## src/common/rel_pkg.sv

```systemverilog
// ****************************************************************
// restrainable error log: shared constants and carriers
// ****************************************************************
package rel_pkg;

    // ************************************************************
    // register access space
    // ************************************************************
    localparam logic [7:0] REL_ASI_STATUS    = 8'h4C;
    localparam logic [7:0] REL_ASI_D1_LOG    = 8'h4D;
    localparam logic [7:0] REL_VA_STATUS     = 8'h00;
    localparam logic [7:0] REL_VA_D1_LOG     = 8'h00;

    // ************************************************************
    // status register layout
    // ************************************************************
    localparam int         REL_STAT_W        = 4;
    localparam int         REL_BIT_D1_INSD   = 0;
    localparam int         REL_BIT_L2_INSD   = 1;
    localparam int         REL_BIT_L2_FILL   = 2;
    localparam int         REL_BIT_ST_BUS    = 3;
    localparam logic [3:0] REL_STAT_RESET    = 4'h0;

    // ************************************************************
    // d1 fault address log layout
    // ************************************************************
    localparam int         REL_PRIO_MSB      = 63;
    localparam int         REL_PRIO_LSB      = 56;
    localparam int         REL_WAY_BIT       = 55;
    localparam int         REL_VA_MSB        = 50;
    localparam int         REL_VA_LSB        = 48;
    localparam int         REL_PA_MSB        = 42;
    localparam int         REL_PA_LSB        = 6;
    localparam logic [63:0] REL_D1_LOG_RESET = 64'h0;

    // ************************************************************
    // recording priorities and mark codes
    // ************************************************************
    localparam logic [7:0] REL_D1_PRIO_D1UE  = 8'h80;
    localparam logic [7:0] REL_L2_PRIO_FILL  = 8'h80;
    localparam logic [7:0] REL_L2_PRIO_INSD  = 8'hC0;
    localparam int         REL_MARK_W        = 12;
    localparam logic [REL_MARK_W-1:0] REL_MARK_FILL = 12'h000;

    // ************************************************************
    // carriers
    // ************************************************************
    typedef struct packed {
        logic        valid;
        logic        write;
        logic [7:0]  asi;
        logic [7:0]  va;
        logic [63:0] wdata;
    } rel_asi_req_t;

    typedef struct packed {
        logic        st_bus_err;
        logic        st_timeout;
        logic        l2_fill_ue;
        logic        l2_wb_ue;
        logic        l2_refill_ue;
        logic        d1_ldst_ue;
        logic        d1_st_drop_ue;
        logic        d1_wb_ue;
    } rel_err_ev_t;

    typedef struct packed {
        logic        way;
        logic [2:0]  va15_13;
        logic [36:0] pa42_6;
    } rel_d1_loc_t;

    typedef struct packed {
        logic                  valid;
        logic [REL_MARK_W-1:0] code;
    } rel_mark_t;

endpackage

```

## src/rtl/rel_sticky_bits.sv

```systemverilog
`timescale 1ns/1ps
// ****************************************************************
// write-one-clear sticky flag bank
// ****************************************************************
module rel_sticky_bits
    import rel_pkg::*;
(
    input  wire logic                  ref_clk_in, // core clock
    input  wire logic                  rst_b_in,   // hard power-on reset
    input  wire logic [REL_STAT_W-1:0] set_in,     // detector set pulses
    input  wire logic [REL_STAT_W-1:0] clr_in,     // software ones to clear
    output logic      [REL_STAT_W-1:0] flags_out   // sticky flags
);

    typedef struct packed {
        logic [REL_STAT_W-1:0] flags;
    } rel_sticky_state_t;

    rel_sticky_state_t state_reg;
    rel_sticky_state_t state_next;

    // set wins over a clear in the same cycle, so no event is lost
    always_comb begin
        state_next       = state_reg;
        state_next.flags = (state_reg.flags & ~clr_in) | set_in;
    end

    always_ff @(posedge ref_clk_in or negedge rst_b_in) begin
        if (!rst_b_in) begin
            state_reg.flags <= REL_STAT_RESET;
        end else begin
            state_reg <= state_next;
        end
    end

    assign flags_out = state_reg.flags;

endmodule

```

## src/rtl/rel_error_log.sv

```systemverilog
`timescale 1ns/1ps
// Functional notes
// - flag bit 3 when store data is lost after store completion.
// - bus error case: cacheable store hitting a noncacheable area.
// - timeout case: cacheable store to an area with no memory.
// - flag bit 2 on raw fill error; l2 priority 80h only.
// - mark the l2 doubleword of a raw fill error with code zero, unless an l2 writeback or refill error comes in the same cycle.
// - flag bit 1 on raw l2 error; mark data with source code.
// - bit 1 is set only for l2 writeback, never for l1 refill.
// - flag bit 0 on raw d1 error; d1 priority 80h only.
// - d1 flag raised when a load or store reads bad d1 data.
// - d1 flag also on dropped store data or d1 writeback error.
// - d1 error marks outgoing and d1 doubleword with source code; here only the d1 dword mark (d1_mark_out) is set.
// - reserved status bits read zero and ignore writes.
// - hard power-on reset clears the d1 log to zero.
// - other resets leave the d1 log unchanged.
// - d1 log updates only by each error's d1 priority.
// - any write clears the whole d1 log and rearms it.
// - status bits set on detection, clear only by writing one.
// - trap raised while a flag is set and traps are not disabled.
// - record only if priority exceeds stored type, then store it.
// - d1 log type field sits in bits 63 to 56.
module rel_error_log
    import rel_pkg::*;
(
    input  wire logic                  ref_clk_in,      // core clock
    input  wire logic                  rst_b_in,        // hard power-on
    input  wire rel_asi_req_t          asi_req_in,      // asi load/store
    input  wire rel_err_ev_t           err_ev_in,       // detector pulses
    input  wire rel_d1_loc_t           d1_loc_in,       // d1 error place
    input  wire logic [REL_MARK_W-1:0] mark_src_in,     // mark source reg
    input  wire logic                  trap_dis_in,     // trap disabled
    output logic      [63:0]           rdata_out,       // load data
    output logic                       rvalid_out,      // load data valid
    output logic                       ecc_trap_out,    // error trap
    output rel_mark_t                  l2_dw_mark_out,  // l2 dword mark
    output rel_mark_t                  l2_rd_mark_out,  // l2 read mark
    output rel_mark_t                  d1_mark_out,     // d1 dword mark
    output logic      [REL_STAT_W-1:0] status_out       // sticky flags
);

    // ************************************************************
    // state
    // ************************************************************
    typedef struct packed {
        logic [63:0] d1_log;
        logic [63:0] rdata;
        logic        rvalid;
        logic        trap;
        rel_mark_t   l2_dw_mark;
        rel_mark_t   l2_rd_mark;
        rel_mark_t   d1_mark;
    } rel_log_state_t;

    rel_log_state_t        state_reg;
    rel_log_state_t        state_next;
    logic [REL_STAT_W-1:0] stat_set;
    logic [REL_STAT_W-1:0] stat_clr;
    logic [REL_STAT_W-1:0] stat_q;
    logic                  hit_stat;
    logic                  hit_d1;
    logic                  d1_err;
    logic                  st_lost;
    logic [63:0]           d1_base;
    logic [7:0]            d1_prio_now;

    // ************************************************************
    // helpers
    // ************************************************************
    function automatic logic asi_hit(input rel_asi_req_t r,
                                     input logic [7:0]   asi,
                                     input logic [7:0]   va);
        asi_hit = r.valid && (r.asi == asi) && (r.va == va);
    endfunction

    function automatic logic prio_wins(input logic [7:0] p_new,
                                       input logic [7:0] p_held);
        prio_wins = p_new > p_held;
    endfunction

    function automatic logic [63:0] d1_pack(input logic [7:0]  prio,
                                            input rel_d1_loc_t loc);
        logic [63:0] v;
        v = 64'h0;
        v[REL_PRIO_MSB:REL_PRIO_LSB] = prio;
        v[REL_WAY_BIT]               = loc.way;
        v[REL_VA_MSB:REL_VA_LSB]     = loc.va15_13;
        v[REL_PA_MSB:REL_PA_LSB]     = loc.pa42_6;
        d1_pack = v;
    endfunction

    // ************************************************************
    // address decode
    // ************************************************************
    always_comb begin
        hit_stat = asi_hit(asi_req_in, REL_ASI_STATUS, REL_VA_STATUS);
        hit_d1   = asi_hit(asi_req_in, REL_ASI_D1_LOG, REL_VA_D1_LOG);
    end

    // ************************************************************
    // error classification
    // ************************************************************
    always_comb begin
        // either cause means the completed store never reached memory
        st_lost = err_ev_in.st_bus_err
                | err_ev_in.st_timeout;
        d1_err  = err_ev_in.d1_ldst_ue
                | err_ev_in.d1_st_drop_ue
                | err_ev_in.d1_wb_ue;
        stat_set                  = '0;
        stat_set[REL_BIT_ST_BUS]  = st_lost;
        stat_set[REL_BIT_L2_FILL] = err_ev_in.l2_fill_ue;
        // refill detections are marked but deliberately not flagged
        stat_set[REL_BIT_L2_INSD] = err_ev_in.l2_wb_ue;
        stat_set[REL_BIT_D1_INSD] = d1_err;
    end

    // ************************************************************
    // software clear of status bits
    // ************************************************************
    always_comb begin
        stat_clr = '0;
        if (hit_stat && asi_req_in.write) begin
            // only the implemented low bits reach the flags
            stat_clr = asi_req_in.wdata[REL_STAT_W-1:0];
        end
    end

    rel_sticky_bits u_sticky (
        .ref_clk_in (ref_clk_in),
        .rst_b_in   (rst_b_in),
        .set_in     (stat_set),
        .clr_in     (stat_clr),
        .flags_out  (stat_q)
    );

    // ************************************************************
    // next state
    // ************************************************************
    always_comb begin
        state_next  = state_reg;
        d1_base     = state_reg.d1_log;
        d1_prio_now = 8'h00;

        // a write empties the log whatever the data carries
        if (hit_d1 && asi_req_in.write) begin
            d1_base = 64'h0;
        end
        d1_prio_now = d1_base[REL_PRIO_MSB:REL_PRIO_LSB];

        // only the d1 data error has a d1 priority; the store loss
        // and both l2 errors never touch this log
        state_next.d1_log = d1_base;
        if (d1_err && prio_wins(REL_D1_PRIO_D1UE, d1_prio_now)) begin
            // a write in the same cycle still lets the new error in
            state_next.d1_log = d1_pack(REL_D1_PRIO_D1UE,
                                        d1_loc_in);
        end

        // load answer, one cycle after the request
        state_next.rvalid = asi_req_in.valid && !asi_req_in.write;
        state_next.rdata  = 64'h0;
        if (asi_req_in.valid && !asi_req_in.write) begin
            if (hit_stat) begin
                state_next.rdata[REL_STAT_W-1:0] = stat_q;
            end else if (hit_d1) begin
                state_next.rdata = state_reg.d1_log;
            end
        end

        // trap follows the flags as they stand this cycle
        state_next.trap = (|stat_q) && !trap_dis_in;

        // poison marks for the cache arrays and the data path
        state_next.l2_dw_mark = '0;
        state_next.l2_rd_mark = '0;
        state_next.d1_mark    = '0;
        if (err_ev_in.l2_fill_ue) begin
            state_next.l2_dw_mark.valid = 1'b1;
            state_next.l2_dw_mark.code  = REL_MARK_FILL;
        end
        // inside errors win the dword mark: the source code is more
        // telling than the fixed fill code
        if (err_ev_in.l2_wb_ue || err_ev_in.l2_refill_ue) begin
            state_next.l2_dw_mark.valid = 1'b1;
            state_next.l2_dw_mark.code  = mark_src_in;
            state_next.l2_rd_mark.valid = 1'b1;
            state_next.l2_rd_mark.code  = mark_src_in;
        end
        if (d1_err) begin
            state_next.d1_mark.valid = 1'b1;
            state_next.d1_mark.code  = mark_src_in;
        end
    end

    // ************************************************************
    // registers
    // ************************************************************
    // rst_b_in is the hard power-on reset only; lighter resets are
    // not wired here so the log survives them
    always_ff @(posedge ref_clk_in or negedge rst_b_in) begin
        if (!rst_b_in) begin
            state_reg.d1_log     <= REL_D1_LOG_RESET;
            state_reg.rdata      <= 64'h0;
            state_reg.rvalid     <= 1'b0;
            state_reg.trap       <= 1'b0;
            state_reg.l2_dw_mark <= '0;
            state_reg.l2_rd_mark <= '0;
            state_reg.d1_mark    <= '0;
        end else begin
            state_reg <= state_next;
        end
    end

    // ************************************************************
    // outputs
    // ************************************************************
    assign rdata_out      = state_reg.rdata;
    assign rvalid_out     = state_reg.rvalid;
    assign ecc_trap_out   = state_reg.trap;
    assign l2_dw_mark_out = state_reg.l2_dw_mark;
    assign l2_rd_mark_out = state_reg.l2_rd_mark;
    assign d1_mark_out    = state_reg.d1_mark;
    assign status_out     = stat_q;

endmodule

```

## config.mk

```make
export PLATFORM = sky130hd
export DESIGN_NAME = rel_error_log
export DESIGN_NICKNAME = d
export VERILOG_FILES = /design/src/common/rel_pkg.sv /design/src/rtl/rel_sticky_bits.sv /design/src/rtl/rel_error_log.sv
export SDC_FILE = /design/constraint.sdc
export NUM_CORES = 1
export LEC_CHECK = 0
export ABC_AREA = 0
export BUFFER_PORTS_ARGS = -buffer_cell sky130_fd_sc_hd__buf_2
export CAP_MARGIN = 20
export CELL_PAD_IN_SITES_DETAIL_PLACEMENT = 1
export CELL_PAD_IN_SITES_GLOBAL_PLACEMENT = 1
export CORE_ASPECT_RATIO = 0.9
export CORE_UTILIZATION = 32
export CTS_BUF_LIST = sky130_fd_sc_hd__clkbuf_8 sky130_fd_sc_hd__clkbuf_16
export DETAILED_ROUTE_END_ITERATION = 10
export GPL_TIMING_DRIVEN = 0
export PLACE_DENSITY_LB_ADDON = 0.1
export SLEW_MARGIN = 20
export SYNTH_ARGS = -nofsm -noshare
export SYNTH_HDL_FRONTEND = slang
export SYNTH_HIERARCHICAL = 1
export SYNTH_SLANG_ARGS = --single-unit
```

## constraint.sdc

```tcl
create_clock -name ref_clk_in -period 1.3 [get_ports ref_clk_in]
set_clock_uncertainty 0.2 [all_clocks]
set_input_delay 0.065 -clock ref_clk_in [delete_from_list [all_inputs] [get_ports ref_clk_in]]
set_output_delay 0.065 -clock ref_clk_in [all_outputs]
set_load 0.005 [all_outputs]
```

==> key figures <==
Logic synthesis
  – EDFF count, synth: 0
  – Ys async rst share: 100%
  – Post-Syn Instances: 418
  – Post-synthesis cell type count: 29
  – Mapped cell area: 0.00543 mm²
  – Mux cell area share after synthesis: 0%
  – Post-Synth Simple-Gate Area: 12.6%
  – Post-Synth XOR/XNOR Area: 0%
  – Sequential area share after synthesis: 62.6%
  – FF+latch count, synth: 136
  – Ys flop type: dfrtp_1
  – Adder-Cell Fraction of Synth Area: 0%
  – Synth top area share: 62.6%
  – Syn avg cell area: 13.0 µm²
  – Post-synthesis compound-gate area fraction: 7.78%
  – Largest area contributor in the synthesized netlist: dfrtp_1
  – Yosys Warn Count: 6
  – Syn_nets: 564
  – Synth area leaders: dfrtp_1 (63%), buf_4 (14%), and2_1 (7.3%), a22o_1 (6.6%), nor2b_1 (1.6%)
  – Largest family of logic cells by synthesized area: buffers and inverters

Cells and area
  – Inserted Diodes: 0
  – Fin nets: 800
  – Layout cells sized above 1: 49.5%
  – Area taken by multi-input logic gates: 0.00118 mm²
  – FILL cells: 1662
  – Max reg flops: 54
  – Register area: 0.00340 mm²
  – Syn-to-layout area delta: 60.2%

Status
  – Violated checks: hold timing, setup timing
  – Status: finished, violations left

Power
  – Leakage Power: 0.00434 µW
  – Overall Power: 10300 µW
  – VDD IR max: 898 µV
  – Pwr/cell area: 1190 mW/mm²

Routing
  – Antenna Violating Nets Remaining: 0
  – TritonRoute pass-1 iters: 4
  – DR DRC count: 0
  – Post-DR wirelength/cell: 16.3 µm
  – Vias post-DR: 3760
  – Iter 0 DRT Violations: 114
  – Vias per std cell: 4.30
  – Final Routed Wirelength: 14200 µm

STA
  – RSZ-0062 raised after global routing: yes
  – Final Hold Violating Endpoints: 12
  – TNS Setup: -25.26 ns
  – # setup viols final: 131
  – Slack of the critical path: -0.292 ns
  – Tcrit/Tclk final: 122%
  – Final Max Slew Viols: 0
  – Hold Slack: -0.139 ns
  – Fmax: 0.628 GHz
  – Fin crit period: 1.59 ns

Min path
  – Worst hold path type: input port to register
  – Hold Path Depth: 4

GRT
  – Initial antenna violation count: 0
  – Total GRT Usage: 17.3%
  – Vias in the first global route: 4334
  – GRT overflow: 0
  – Pin count of the biggest net entering global routing: 72
  – First-pass GRT wire length: 22800 µm

Die
  – Initial Utilization: 33.2%
  – Die area: 0.0175 mm²
  – Chip Height: 126 µm
  – Std-Cell Rows: 44
  – Core Region: 0.0164 mm²
  – I/O pin count: 255
  – Die Span X: 139 µm

Clock tree
  – # clock sinks: 136
  – CTS tree: done
  – CTS HTree Levels: 4
  – Hold buffer count at CTS: 67
  – Worst skew pair latency: 0.41 ns
  – CTS Buffer Depth: 2
  – Clk pin slew, worst setup/hold paths: 0.06 ns
  – CTS Buf Count: 17
  – Clock Root Buffer: clkbuf_16

Placement
  – Detailed placer's ending HPWL: 8710 µm
  – Final GP Congestion: 0.740
  – I/O Buffers: 194

Setup path
  – WP depth: 8
  – WP data arrival: 1.74 ns
  – Crit Path Class: input port to register
  – Count of buffer and inverter cells on the critical path: 4
  – CP required: 1.45 ns
  – Startpoint Class: input port
  – Reg2Reg Depth: 5
  – Delay-heaviest family, CP: simple AND/OR/NAND/NOR gates
  – Crit end category: register
  – CP Cell Sequence: buf_6 -> or4_4 -> nor3_4 -> buf_12 -> and4b_4 -> buf_8 -> buf_8 -> and2_1
  – CP max stage delay: 0.53 ns
  – Critical path's slowest cell: or4_4
  – Top cell by count, worst path: buf_8
  – CP Max Fanout: 10

Job
  – Max cap viols: 0
-- cells in the mapped netlist, types with 2 or more instances --
library cell,instances
a21o_1,5
a22o_1,41
and2_1,63
and2_2,9
buf_2,4
buf_4,103
buf_6,4
clkbuf_1,4
clkbuf_2,3
dfrtp_1,136
inv_1,9
nand4b_1,2
nor2_1,5
nor2b_1,14
or3_1,2
-- kinds of logic (layout without fill, tap and decap cells) --
| family | after synthesis | count (layout) |
|---|---|---|
| DFF | 136 | 136 |
| and+or+nand+nor | 104 | 104 |
| AOI/OAI and AO/OA | 49 | 49 |
| other | 1 | 1 |
| buffers and inverters | 128 | 377 |
-- what timing repair did --
| action | CTS | global route |
|---|---|---|
| pin swaps | 31 | 8 |
| gates cloned | 5 | 2 |
| resized for setup | 153 | 58 |
| hold endpoints to repair | 213 | 7 |
| endpoints found under the setup margin | 181 | 199 |
| setup buffers | 13 | 5 |
-- stage by stage --
step | setup slack (ns) | cells | util (%) | area [µm²]
final | -0.292 | 874 | 53.2 | 8700
after global routing | -0.330 | 874 | 53.2 | 8700
after CTS | -0.269 | 918 | 53.9 | 8810
after detailed placement | -0.758 | 820 | 41.1 | 6710
after global placement | -1.91 | 819 | 40.8 | 6680
after floorplan | -0.443 | 418 | - | 5450
-- placed cells by master, fill, tap and decap left out, drive strengths merged --
cell type,n
a21o,5
a21oi,1
a22o,41
a31o,1
a41oi,1
and2,72
and3,1
and4b,2
buf,264
bufinv,3
clkbuf,23
clkinv,5
clkinvlp,3
conb,1
dfrtp,136
dlygate4sd3,65
dlymetal6s4s,2
inv,12
nand2,1
nand4b,2
nor2,5
nor2b,14
nor3,1
nor4,1
or2,1
or3,2
or4,1
or4b,1
-- final timing paths --
path	slack (ns)	startpoint	to
hold reg to reg	0.28	state_reg[125]$_DFFE_PN0P_	rdata_out[20]$_DFF_PN0_
max in group asynchronous	0.17	rst_b_in	state_reg[160]$_DFFE_PN0P_
setup / recovery	-0.29	asi_req_in[69]	rdata_out[36]$_DFF_PN0_
hold / removal	-0.14	asi_req_in[73]	rdata_out[1]$_DFF_PN0_
min in group asynchronous	-0.01	rst_b_in	l2_dw_mark_out[1]$_DFF_PN0_
setup reg to reg	-0.20	state_reg[168]$_DFF_PN0_	state_reg[140]$_DFFE_PN0P_
-- per-layer routing --
| metal | track usage [%] | up-vias | part of all wire (%) |
|---|---|---|---|
| li1 | - | 1737 | - |
| met1 | 19.9 | 1881 | 41 |
| met2 | 29.9 | 122 | 52 |
| met3 | 5.36 | 20 | 5.2 |
| met4 | 6.99 | 0 | 1.9 |
| met5 | 0 | - | 0 |
-- worst register-to-register path, cell delays in order (launching register included) --
cell	delay, ns
dfrtp_1	0.42
nor2b_4	0.18
a21oi_4	0.08
buf_12	0.16
buf_8	0.13
a22o_1	0.21
-- final cells by class --
class	count	share of cell area (%)
Buffer	53	6.94
Clock buffer	18	5.05
Inverter	9	0.388
Sequential cell	136	39.1
Multi-Input combinational cell	154	13.6
Clock inverter	14	1.81
Tap cell	207	2.98
Timing Repair Buffer	283	30.1
-- power breakdown --
group | switching, µW | leakage [µW] | internal [µW]
combinational | 314 | 0.00231 | 655
clock | 1800 | 0.000294 | 3040
sequential | 102 | 0.00173 | 4410
total | 2220 | 0.00434 | 8110
Power figures use the tool's default switching activity.
